File: src/logic/csf_pkg.sv
package csf_pkg;

    // ------------------------------------------------------------
    // Register offsets
    // ------------------------------------------------------------
    localparam logic [7:0] CSF_ADDR_PORT_CTL = 8'h20;
    localparam logic [7:0] CSF_ADDR_MODE_CTL = 8'h21;
    localparam logic [7:0] CSF_ADDR_STATUS = 8'h23;
    localparam logic [7:0] CSF_ADDR_CSI_TRANSMIT_CONTROL = 8'h33;
    localparam logic [7:0] CSF_ADDR_PAGE = 8'h4c;
    localparam logic [7:0] CSF_ADDR_REMAP = 8'h72;
    localparam logic [7:0] CSF_ADDR_REMAP_ALT = 8'h70;

    // ------------------------------------------------------------
    // Values after reset
    // ------------------------------------------------------------
    localparam logic [7:0] CSF_PORT_CTL_RST = 8'h30;
    localparam logic [7:0] CSF_MODE_CTL_RST = 8'h00;
    localparam logic [7:0] CSF_CSI_TRANSMIT_CONTROL_RST = 8'h00;
    localparam logic [7:0] CSF_PAGE_RST = 8'h01;
    localparam logic [7:0] CSF_REMAP_RST = 8'he4;

    // ------------------------------------------------------------
    // Field positions and codes
    // ------------------------------------------------------------
    localparam int CSF_PORT_DIS_LSB = 4;
    localparam int CSF_MODE_SEL_LSB = 2;
    localparam logic [3:0] CSF_SEL_BASIC = 4'h1;
    localparam logic [3:0] CSF_SEL_INTERLEAVE = 4'ha;
    localparam logic [3:0] CSF_SEL_CONCAT = 4'hf;
    localparam int CSF_CSI_EN_BIT = 0;
    localparam int CSF_LANE_LSB = 4;
    localparam int CSF_PAGE_RD_BIT = 4;
    localparam int CSF_STAT_SYNC_BIT = 0;
    localparam int CSF_STAT_LOST_BIT = 1;

    // ------------------------------------------------------------
    // Timing
    // ------------------------------------------------------------
    localparam int CSF_CORE_CLK_NS = 40;
    localparam int CSF_SYNC_TIMEOUT_NS = 64000;
    localparam int CSF_SYNC_TIMEOUT_CYC =
        (CSF_SYNC_TIMEOUT_NS + CSF_CORE_CLK_NS - 1) / CSF_CORE_CLK_NS;
    localparam logic [11:0] CSF_TMO_LAST = 12'(CSF_SYNC_TIMEOUT_CYC - 1);

    // ------------------------------------------------------------
    // Packet checks
    // ------------------------------------------------------------
    localparam logic [15:0] CSF_CRC_SEED = 16'hffff;
    localparam logic [15:0] CSF_CRC_POLY = 16'h8408;
    localparam logic [5:0][23:0] CSF_ECC_MASK = {
        24'heffc00, 24'hdf03f0, 24'hb8e38e,
        24'h749a6d, 24'hf2555b, 24'hf12cb7};

    // ------------------------------------------------------------
    // Types
    // ------------------------------------------------------------
    typedef enum logic [1:0] {
        CSF_KIND_LINE = 2'h0,
        CSF_KIND_FS = 2'h1,
        CSF_KIND_FE = 2'h2
    } csf_kind_e;

    typedef enum logic [1:0] {
        CSF_MODE_OFF = 2'h0,
        CSF_MODE_BASIC = 2'h1,
        CSF_MODE_INTERLEAVE = 2'h2,
        CSF_MODE_CONCAT = 2'h3
    } csf_mode_e;

    typedef enum logic [4:0] {
        CSF_ST_ALIGN = 5'h01,
        CSF_ST_HDR = 5'h02,
        CSF_ST_PAY = 5'h04,
        CSF_ST_CRC = 5'h08,
        CSF_ST_NEXT = 5'h10
    } csf_state_e;

    typedef struct packed {
        logic sop;
        logic eop;
        csf_kind_e kind;
        logic [1:0] vc;
        logic [5:0] dt;
        logic [15:0] wc;
        logic [7:0] data;
    } csf_rx_s;

    typedef struct packed {
        logic strobe;
        logic sop;
        logic eop;
        logic [7:0] data;
    } csf_tx_s;

    typedef struct packed {
        logic wr;
        logic rd;
        logic [7:0] addr;
        logic [7:0] wdata;
    } csf_reg_req_s;

endpackage

File: src/logic/csf_link_edge.sv
`timescale 1ns/100ps
`default_nettype none

module csf_link_edge
    import csf_pkg::*;
(
    // Clock and reset
    input wire logic core_clk,
    input wire logic rst_n,
    // Link byte clock
    input wire logic link_clk,
    // One-cycle pulse per link rising edge
    output logic rise
);

    // ------------------------------------------------------------
    // Two-stage synchroniser and edge detect
    // ------------------------------------------------------------
    logic sync1;
    logic sync2;
    logic sync3;

    always_ff @(posedge core_clk) begin
        if (!rst_n) begin
            sync1 <= 1'b0;
            sync2 <= 1'b0;
            sync3 <= 1'b0;
            rise <= 1'b0;
        end else begin
            sync1 <= link_clk;
            sync2 <= sync1;
            sync3 <= sync2;
            rise <= sync2 & ~sync3;
        end
    end

endmodule

`default_nettype wire

File: src/logic/csf_sync_forward.sv
// Overview of operation
// - Basic mode: each sensor frame leaves as its own FS, lines, FE.
// - Basic mode order: FS0, FS1, lines alternating by port, FE0, FE1.
// - Basic mode: each packet carries its own port's mapped channel.
// - On sync failure stop sending; resume at next frame start.
// - While unsynchronised, incoming packets are discarded.
// - Interleave: one FS and one FE per frame; others dropped.
// - Interleave: lines stay separate packets, N times the lines.
// - Concat: one FS/FE, line y of port 0 then port 1 joined.
// - Concat line gets rebuilt header and footer for combined payload.
// - Concat: all packets use channel of lowest forwarded port.
// - Concat payloads joined byte by byte, no padding.
// - Mode register value 0x04 selects basic synchronized forwarding.
// - Mode register value 0x28 selects line interleave forwarding.
// - Mode register value 0x3c selects line concatenated forwarding.
// - Port register 0x00 clears disables, both ports forward.
// - Transmit control 0x1 enables output with four lanes.
// - Per-port channel map: two bits per incoming channel.
// - Synchronized status bit; only the lost flag is cleared on read.
`timescale 1ns/100ps
`default_nettype none

module csf_sync_forward
    import csf_pkg::*;
(
    // Clock and reset
    input wire logic core_clk,
    input wire logic rst_n,
    // Register access
    input wire csf_reg_req_s reg_req,
    output logic [7:0] reg_rdata,
    // Receive buffers
    input wire csf_rx_s [1:0] rx_beat,
    input wire logic [1:0] rx_valid,
    output logic [1:0] rx_ready,
    // Transmit byte stream
    input wire logic tx_byte_clk,
    output csf_tx_s tx,
    output logic tx_enable,
    output logic [1:0] tx_lane_sel,
    output logic fwd_synced
);

    // ------------------------------------------------------------
    // Functions
    // ------------------------------------------------------------
    function automatic logic lowest(input logic [1:0] m);
        return m[0] ? 1'b0 : 1'b1;
    endfunction

    function automatic logic [1:0] remap(input logic [7:0] map,
                                         input logic [1:0] vc);
        case (vc)
            2'h0: remap = map[1:0];
            2'h1: remap = map[3:2];
            2'h2: remap = map[5:4];
            default: remap = map[7:6];
        endcase
    endfunction

    function automatic logic is_remap(input logic [7:0] a);
        return (a == CSF_ADDR_REMAP) || (a == CSF_ADDR_REMAP_ALT);
    endfunction

    function automatic logic [7:0] ecc_of(input logic [23:0] d);
        logic [7:0] e;
        e = 8'h00;
        for (int i = 0; i < 6; i++) begin
            e[i] = ^(d & CSF_ECC_MASK[i]);
        end
        return e;
    endfunction

    function automatic logic [15:0] crc_byte(input logic [15:0] c,
                                             input logic [7:0] b);
        logic [15:0] r;
        r = c;
        for (int i = 0; i < 8; i++) begin
            if (r[0] ^ b[i]) begin
                r = (r >> 1) ^ CSF_CRC_POLY;
            end else begin
                r = r >> 1;
            end
        end
        return r;
    endfunction

    // ------------------------------------------------------------
    // Declarations
    // ------------------------------------------------------------
    logic [7:0] port_ctl;
    logic [7:0] mode_ctl;
    logic [7:0] csi_transmit_control;
    logic [7:0] page;
    logic [1:0][7:0] port_map;
    logic sync_lost;
    logic sync_fail;
    logic synced;
    logic slot;
    csf_mode_e mode;
    csf_mode_e fr_mode;
    logic [1:0] act;
    logic [1:0] fr_act;
    logic run;
    logic in_frame;
    csf_state_e state;
    logic cur;
    csf_kind_e e_kind;
    logic [1:0] hdr_idx;
    logic [1:0][1:0] hd_vc;
    logic [1:0][5:0] hd_dt;
    logic [1:0][15:0] hd_wc;
    logic [15:0] crc;
    logic pay_have;
    logic pay_eop;
    logic [7:0] pay_byte;
    logic [11:0] tmo;
    logic [1:0] rdy;
    logic [1:0] h_fs;
    logic [1:0] h_fe;
    logic [1:0] h_line;
    logic [1:0] drop_mask;
    logic [1:0] keep_drop;
    logic all_fs;
    logic all_fe;
    logic all_line;
    logic all_head;
    logic merged;
    logic more;
    logic e_long;
    logic [1:0] e_vc;
    logic [15:0] e_wc;
    logic [7:0] e_di;
    logic [7:0] hdr_byte;

    // ------------------------------------------------------------
    // Link byte clock edges
    // ------------------------------------------------------------
    csf_link_edge u_edge (
        .core_clk(core_clk),
        .rst_n(rst_n),
        .link_clk(tx_byte_clk),
        .rise(slot)
    );

    // ------------------------------------------------------------
    // Registers
    // ------------------------------------------------------------
    always_ff @(posedge core_clk) begin
        if (!rst_n) begin
            port_ctl <= CSF_PORT_CTL_RST;
            mode_ctl <= CSF_MODE_CTL_RST;
            csi_transmit_control <= CSF_CSI_TRANSMIT_CONTROL_RST;
            page <= CSF_PAGE_RST;
            port_map <= {CSF_REMAP_RST, CSF_REMAP_RST};
        end else if (reg_req.wr) begin
            case (reg_req.addr)
                CSF_ADDR_PORT_CTL: port_ctl <= reg_req.wdata;
                CSF_ADDR_MODE_CTL: mode_ctl <= reg_req.wdata;
                CSF_ADDR_CSI_TRANSMIT_CONTROL: csi_transmit_control <= reg_req.wdata;
                CSF_ADDR_PAGE: page <= reg_req.wdata;
                default: begin
                end
            endcase
            for (int p = 0; p < 2; p++) begin
                if (is_remap(reg_req.addr) && page[p]) begin
                    port_map[p] <= reg_req.wdata;
                end
            end
        end
    end

    always_ff @(posedge core_clk) begin
        if (!rst_n) begin
            reg_rdata <= 8'h00;
        end else if (reg_req.rd) begin
            reg_rdata <= 8'h00;
            case (reg_req.addr)
                CSF_ADDR_PORT_CTL: reg_rdata <= port_ctl;
                CSF_ADDR_MODE_CTL: reg_rdata <= mode_ctl;
                CSF_ADDR_CSI_TRANSMIT_CONTROL: reg_rdata <= csi_transmit_control;
                CSF_ADDR_PAGE: reg_rdata <= page;
                CSF_ADDR_STATUS: begin
                    reg_rdata[CSF_STAT_SYNC_BIT] <= synced;
                    reg_rdata[CSF_STAT_LOST_BIT] <= sync_lost;
                end
                default: begin
                    if (is_remap(reg_req.addr)) begin
                        reg_rdata <= port_map[page[CSF_PAGE_RD_BIT]];
                    end
                end
            endcase
        end
    end

    always_ff @(posedge core_clk) begin
        if (!rst_n) begin
            sync_lost <= 1'b0;
        end else if (sync_fail) begin
            sync_lost <= 1'b1;
        end else if (reg_req.rd && reg_req.addr == CSF_ADDR_STATUS) begin
            sync_lost <= 1'b0;
        end
    end

    always_ff @(posedge core_clk) begin
        if (!rst_n) begin
            tx_enable <= 1'b0;
            tx_lane_sel <= 2'h0;
            fwd_synced <= 1'b0;
        end else begin
            tx_enable <= csi_transmit_control[CSF_CSI_EN_BIT];
            tx_lane_sel <= csi_transmit_control[CSF_LANE_LSB +: 2];
            fwd_synced <= synced;
        end
    end

    // ------------------------------------------------------------
    // Mode decode and head inspection
    // ------------------------------------------------------------
    always_comb begin
        case (mode_ctl[CSF_MODE_SEL_LSB +: 4])
            CSF_SEL_BASIC: mode = CSF_MODE_BASIC;
            CSF_SEL_INTERLEAVE: mode = CSF_MODE_INTERLEAVE;
            CSF_SEL_CONCAT: mode = CSF_MODE_CONCAT;
            default: mode = CSF_MODE_OFF;
        endcase
    end

    assign act = ~port_ctl[CSF_PORT_DIS_LSB +: 2];
    assign run = (mode != CSF_MODE_OFF) && (act != 2'b00)
        && csi_transmit_control[CSF_CSI_EN_BIT];

    genvar g;
    generate
        for (g = 0; g < 2; g++) begin : g_head
            assign h_fs[g] = rx_valid[g] && rx_beat[g].sop
                && rx_beat[g].kind == CSF_KIND_FS;
            assign h_fe[g] = rx_valid[g] && rx_beat[g].sop
                && rx_beat[g].kind == CSF_KIND_FE;
            assign h_line[g] = rx_valid[g] && rx_beat[g].sop
                && rx_beat[g].kind == CSF_KIND_LINE;
        end
    endgenerate

    assign drop_mask = in_frame ? ~fr_act : (run ? ~act : 2'b11);
    assign keep_drop = rx_valid & drop_mask & ~rdy;
    assign all_fs = &(h_fs | ~act);
    assign all_fe = &(h_fe | ~fr_act);
    assign all_line = &(h_line | ~fr_act);
    assign all_head = &((rx_valid & {rx_beat[1].sop, rx_beat[0].sop})
        | ~fr_act);

    // ------------------------------------------------------------
    // Packet header build
    // ------------------------------------------------------------
    assign merged = fr_mode != CSF_MODE_BASIC;
    assign e_long = e_kind == CSF_KIND_LINE;
    assign e_vc = (merged && (!e_long || fr_mode == CSF_MODE_CONCAT))
        ? hd_vc[lowest(fr_act)] : hd_vc[cur];
    assign e_wc = (fr_mode == CSF_MODE_CONCAT && e_long)
        ? 16'((fr_act[0] ? hd_wc[0] : 16'h0000)
            + (fr_act[1] ? hd_wc[1] : 16'h0000))
        : hd_wc[cur];
    assign e_di = {e_vc, hd_dt[cur]};
    // Second port follows in basic, and for interleaved lines
    assign more = !cur && fr_act[1] && (fr_mode == CSF_MODE_BASIC
        || (fr_mode == CSF_MODE_INTERLEAVE && e_long));

    always_comb begin
        case (hdr_idx)
            2'h0: hdr_byte = e_di;
            2'h1: hdr_byte = e_wc[7:0];
            2'h2: hdr_byte = e_wc[15:8];
            default: hdr_byte = ecc_of({e_wc, e_di});
        endcase
    end

    assign rx_ready = rdy;

    // ------------------------------------------------------------
    // Forwarding engine
    // ------------------------------------------------------------
    always_ff @(posedge core_clk) begin
        if (!rst_n) begin
            state <= CSF_ST_ALIGN;
            in_frame <= 1'b0;
            synced <= 1'b0;
            sync_fail <= 1'b0;
            fr_act <= 2'b00;
            fr_mode <= CSF_MODE_OFF;
            cur <= 1'b0;
            e_kind <= CSF_KIND_FS;
            hdr_idx <= 2'h0;
            hd_vc <= '0;
            hd_dt <= '0;
            hd_wc <= '0;
            crc <= CSF_CRC_SEED;
            pay_have <= 1'b0;
            pay_eop <= 1'b0;
            pay_byte <= 8'h00;
            tmo <= 12'h000;
            rdy <= 2'b00;
            tx <= '0;
        end else begin
            sync_fail <= 1'b0;
            tx.strobe <= 1'b0;
            // Drop beats of ports not taking part
            rdy <= (rdy & ~rx_valid) | keep_drop;
            case (state)
                CSF_ST_ALIGN: begin
                    for (int p = 0; p < 2; p++) begin
                        hd_vc[p] <= remap(port_map[p], rx_beat[p].vc);
                        hd_dt[p] <= rx_beat[p].dt;
                        hd_wc[p] <= rx_beat[p].wc;
                    end
                    hdr_idx <= 2'h0;
                    if ((rdy & ~drop_mask) != 2'b00) begin
                        // Wait for pending take of a head
                    end else if (!run && !in_frame) begin
                        synced <= 1'b0;
                    end else if (!in_frame) begin
                        if (all_fs) begin
                            fr_act <= act;
                            fr_mode <= mode;
                            rdy <= keep_drop | act;
                            e_kind <= CSF_KIND_FS;
                            cur <= lowest(act);
                            in_frame <= 1'b1;
                            synced <= 1'b1;
                            state <= CSF_ST_HDR;
                        end else begin
                            rdy <= keep_drop | (act & rx_valid & ~h_fs);
                        end
                    end else if (all_head) begin
                        tmo <= 12'h000;
                        if (all_line) begin
                            e_kind <= CSF_KIND_LINE;
                            cur <= lowest(fr_act);
                            state <= CSF_ST_HDR;
                        end else if (all_fe) begin
                            e_kind <= CSF_KIND_FE;
                            cur <= lowest(fr_act);
                            rdy <= keep_drop | fr_act;
                            state <= CSF_ST_HDR;
                        end else begin
                            sync_fail <= 1'b1;
                            synced <= 1'b0;
                            in_frame <= 1'b0;
                        end
                    end else if (tmo == CSF_TMO_LAST) begin
                        tmo <= 12'h000;
                        sync_fail <= 1'b1;
                        synced <= 1'b0;
                        in_frame <= 1'b0;
                    end else begin
                        tmo <= tmo + 12'h001;
                    end
                end
                CSF_ST_HDR: begin
                    if (slot) begin
                        tx <= '{strobe: 1'b1, sop: hdr_idx == 2'h0,
                            eop: hdr_idx == 2'h3 && !e_long,
                            data: hdr_byte};
                        hdr_idx <= hdr_idx + 2'h1;
                        if (hdr_idx == 2'h3) begin
                            crc <= CSF_CRC_SEED;
                            state <= e_long ? CSF_ST_PAY : CSF_ST_NEXT;
                        end
                    end
                end
                CSF_ST_PAY: begin
                    if (!pay_have && !rdy[cur]) begin
                        rdy[cur] <= 1'b1;
                    end
                    if (rdy[cur] && rx_valid[cur]) begin
                        pay_have <= 1'b1;
                        pay_byte <= rx_beat[cur].data;
                        pay_eop <= rx_beat[cur].eop;
                    end
                    if (slot && pay_have) begin
                        tx <= '{strobe: 1'b1, sop: 1'b0, eop: 1'b0,
                            data: pay_byte};
                        crc <= crc_byte(crc, pay_byte);
                        pay_have <= 1'b0;
                        if (pay_eop) begin
                            // Line y of port 0 then port 1
                            if (fr_mode == CSF_MODE_CONCAT && !cur
                                && fr_act[1]) begin
                                cur <= 1'b1;
                            end else begin
                                state <= CSF_ST_CRC;
                            end
                        end
                    end
                end
                CSF_ST_CRC: begin
                    if (slot) begin
                        tx <= '{strobe: 1'b1, sop: 1'b0,
                            eop: hdr_idx == 2'h1,
                            data: hdr_idx == 2'h0 ? crc[7:0] : crc[15:8]};
                        hdr_idx <= hdr_idx + 2'h1;
                        if (hdr_idx == 2'h1) begin
                            state <= CSF_ST_NEXT;
                        end
                    end
                end
                CSF_ST_NEXT: begin
                    hdr_idx <= 2'h0;
                    if (more) begin
                        // Own packet for the next port
                        cur <= 1'b1;
                        state <= CSF_ST_HDR;
                    end else begin
                        if (e_kind == CSF_KIND_FE) begin
                            in_frame <= 1'b0;
                        end
                        tmo <= 12'h000;
                        state <= CSF_ST_ALIGN;
                    end
                end
                default: state <= CSF_ST_ALIGN;
            endcase
        end
    end

endmodule

`default_nettype wire

File: config.mk
export PLATFORM = sky130hd
export DESIGN_NAME = csf_sync_forward
export DESIGN_NICKNAME = d
export VERILOG_FILES = /design/src/logic/csf_pkg.sv /design/src/logic/csf_link_edge.sv /design/src/logic/csf_sync_forward.sv
export SDC_FILE = /design/constraint.sdc
export NUM_CORES = 1
export LEC_CHECK = 0
export BUFFER_PORTS_ARGS = -buffer_cell sky130_fd_sc_hd__buf_2
export CAP_MARGIN = 20
export CORE_ASPECT_RATIO = 0.7
export CORE_MARGIN = 1
export CORE_UTILIZATION = 54
export CTS_CLUSTER_DIAMETER = 60
export DETAILED_ROUTE_END_ITERATION = 10
export HOLD_SLACK_MARGIN = 0.15
export PLACE_DENSITY = 0.8
export SLEW_MARGIN = 20
export SYNTH_ARGS = -nofsm -noshare
export SYNTH_HDL_FRONTEND = slang
export SYNTH_SLANG_ARGS = --single-unit
File: constraint.sdc
create_clock -name core_clk -period 3.32 [get_ports core_clk]
set_input_delay 0.664 -clock core_clk [delete_from_list [all_inputs] [get_ports core_clk]]
set_output_delay 0.664 -clock core_clk [all_outputs]
set_load 0.02 [all_outputs]
==> flow_summary.toml <==
[synthesis]
syn_avg_cell_area_um2 = 8.158
synthCells = 1280
yosys-top-cells-area = "dfxtp_1 35%, nand2_1 8.0%, mux2i_1 6.2%"
synth-edff-count = 0
synth_seq_cells = 181
yosysMostFrequentCell = "nand2_1"
ys_warn_count = 0
syn-num-nets = 1396
synth_common_cells = "222 x nand2_1, 181 x dfxtp_1, 125 x a21oi_1"
ys.flop_type = "dfxtp_1"
synthDistinctLibCells = 94
synth_largest_type_area_fraction_pct = 34.70
ys_async_sr_fraction_pct = 0
seq_area_frac_synth_pct = 34.70
yosysTopAreaCell = "dfxtp_1"
synth_area_um2 = 10440

[pwr]
pwr-share-comb_pct = 38.6
leakagePower_nw = 4.925
switching_share_pct = 35.84
total_power_w = 0.007466
ir_worst_vdd_v = 0.0004101
cell_internal_pwr_w = 0.004790
clkPwrFrac_pct = 26.5
powerDensity_nw_per_um2 = 601.3
power_switching_w = 0.002676
seqPwrFrac_pct = 34.9

[setup_path]
cpPeakStageDelay_ns = 0.44
worstPathCellList = "buf_4 > and2_1 > ha_1 > and4_4 > a31o_1 > a221o_1 > or4_4 > nand3_4 > xnor2_2 > xnor3_1 > a2111o_1 > nand3_1"
crit_buf_inv = 1
cp.arrival_ns = 3.69
worstSetupPathType = "register to register"
cp_max_fo = 6
cp_slowest_cell = "or4_4"
cp_top_family = "simple AND/OR/NAND/NOR gates"
cp.required_ns = 3.71
end_kind = "register"
critPathLaunchType = "register"

[drt]
drt_first_pass_iters = 6
drt_iter0_drc = 1134
wl_mm = 30.98
via_per_inst = 6.026
ant_nets = 0
drc = 0
wire_per_inst_um = 18.58
vias = 10050

[placement]
dpl.cell_count = 1631
hpwl_mm = 21.90
portBuffers = 119
postPlaceCellArea_um2 = 11610
gp_congestion = 0.9667

[cts]
root_buffer = "clkbuf_16"
clockBufferDepth = 2
clock_latency_ns = 0.45
clkSinkCount = 181
cts_buffers = 17
ctsHoldBuffers = 0
cts_max_level = 4
clkTransAtPathRegs_ns = 0.08
cts_tree = "done"

[sta]
period_needed_ns = 3.299
worst_slew_pin_slew_ns = 0.6762
clock_skew_ns = 0.01904
finalCritPeriodShare_pct = 99.37
fin_tns_setup_ns = 0
setup_violations = 0
relSlewSlack_pct = 54.79
rsz0062_at_grt = "true"
finalHoldViolCount = 0
max_freq_mhz = 303.1
drv_slew = 0

[floorplan]
row_count = 42
start_util_pct = 55.20
die_y_um = 118.3
die_width_um = 168.2
die_area_um2 = 19910
core-area_um2 = 18920
pin_count = 120

[finish]
post-route-util_pct = 65.63
layout-drive-gt1-share_pct = 21.54
syn2layout_area_growth_pct = 18.90
fin_area_um2 = 12420
final_cells = 1667
diodes = 0
nets = 1529

[global_route]
grt_pass1_wl_mm = 48.78
grt_max_degree = 124
grt_antenna_before_repair = 0
grt_pass1_vias = 9244
grt-ovfl-total = 0
track_usage_pct = 31.03

[status]
outcome = "completed"

[run]
maxCapViolations = 0

[worst_hold_path]
hp-class = "register to register"
==> path summary, 6_finish.rpt <==
path | from | endpoint | slack [ns] | depth (start not counted)
setup reg to reg | fr_act[0] | tx[4] | 0.02 | 12
hold reg to reg | u_edge.sync3 | u_edge.rise | 0.39 | 1
setup / recovery | fr_act[0] | tx[4] | 0.02 | 12
hold / removal | u_edge.sync3 | u_edge.rise | 0.39 | 1
==> metal layers <==
layer / GRT usage [%] / up-vias / wire, um
li1: - / 4792 / -
met1: 45.44 / 4745 / 14230
met2: 46.21 / 452 / 13290
met3: 6.196 / 57 / 2863
met4: 8.068 / 0 / 591
met5: 0 / - / 0
==> power groups by stage <==
stage,registers [W],logic (W),clock network [W]
finish,0.00260,0.00288,0.00198
CTS,0.00260,0.00280,0.00199
detailed placement,0.00264,0.00275,0
floorplan,0.00256,0.00200,0
global route,0.00263,0.00314,0.00209
global placement,0.00264,0.00272,0
==> worst register-to-register path: cells and delay by family, from the launching register on <==
kind                     cells  cell delay (ns)
adder cells (fa/ha/maj)      1             0.30
buffers and inverters        1             0.14
AO/OA/AOI/OAI                3             0.90
flip-flops                   1             0.38
AND/OR/NAND/NOR              5             0.97
XOR/XNOR                     2             0.55
==> placed cells by master, fill, tap and decap left out, types with 8 or more instances in the layout <==
cell       instances
a211oi_1          16
a21oi_1          124
a222oi_1           8
a31oi_1           10
and2_1            35
and3_1            11
buf_2            119
buf_4             64
clkbuf_16         17
dfxtp_1          178
ha_1              10
ha_4              10
inv_1             15
mux2_2            12
mux2i_1           65
nand2_1          222
nand2b_1           8
nand3_1           59
nand4_1            9
nor2_1            84
nor2b_1           11
nor3_1            14
o21ai_0           47
o22ai_1           17
or3_1              8
xnor2_1           49
xor2_1            27
==> flip-flops by register name (all words and copies together), names as in the netlist, 11 cells and up <==
register / flops
hd_wc: 32
crc: 16
port_map: 16
hd_dt: 12
tmo: 12
tx: 11
==> stage by stage <==
stage / hold slack, ns / setup slack (ns)
6_report: 0.3878 / 0.02088
2_1_floorplan: 0.3674 / 0.01146
3_3_place_gp: 0.3731 / -0.001634
3_5_place_dp: 0.3823 / -0.2421
4_1_cts: 0.3915 / -0.02761
5_1_grt: 0.3952 / -0.1080
==> logic make-up after synthesis <==
| kind of cell | synth area share [%] |
|---|---|
| simple gates | 23.77 |
| compound gates | 18.14 |
| flops | 34.70 |
| buf+inv | 3.738 |
| xor+xnor | 8.675 |
| mux | 8.387 |
| fa+ha+maj | 2.588 |
==> area by class of cell <==
cell class                      count  area, um^2
Clock buffer                       19       442.9
Clock inverter                     12       121.4
Fill cell                        1638        6502
Inverter                           17       65.06
Multi-Input combinational cell   1009        6721
Sequential cell                   181        3632
Tap cell                          242       302.8
Timing Repair Buffer              187        1130
==> what timing repair did <==
action / 4_1_cts / 5_1_grt
pin swaps: 1 / 7
endpoints found under the setup margin: 7 / 8
gates resized for setup: 5 / 39
setup buffers: 0 / 6
hold endpoints to repair: 0 / 0
Note: power is estimated with default switching activity, not from simulation.
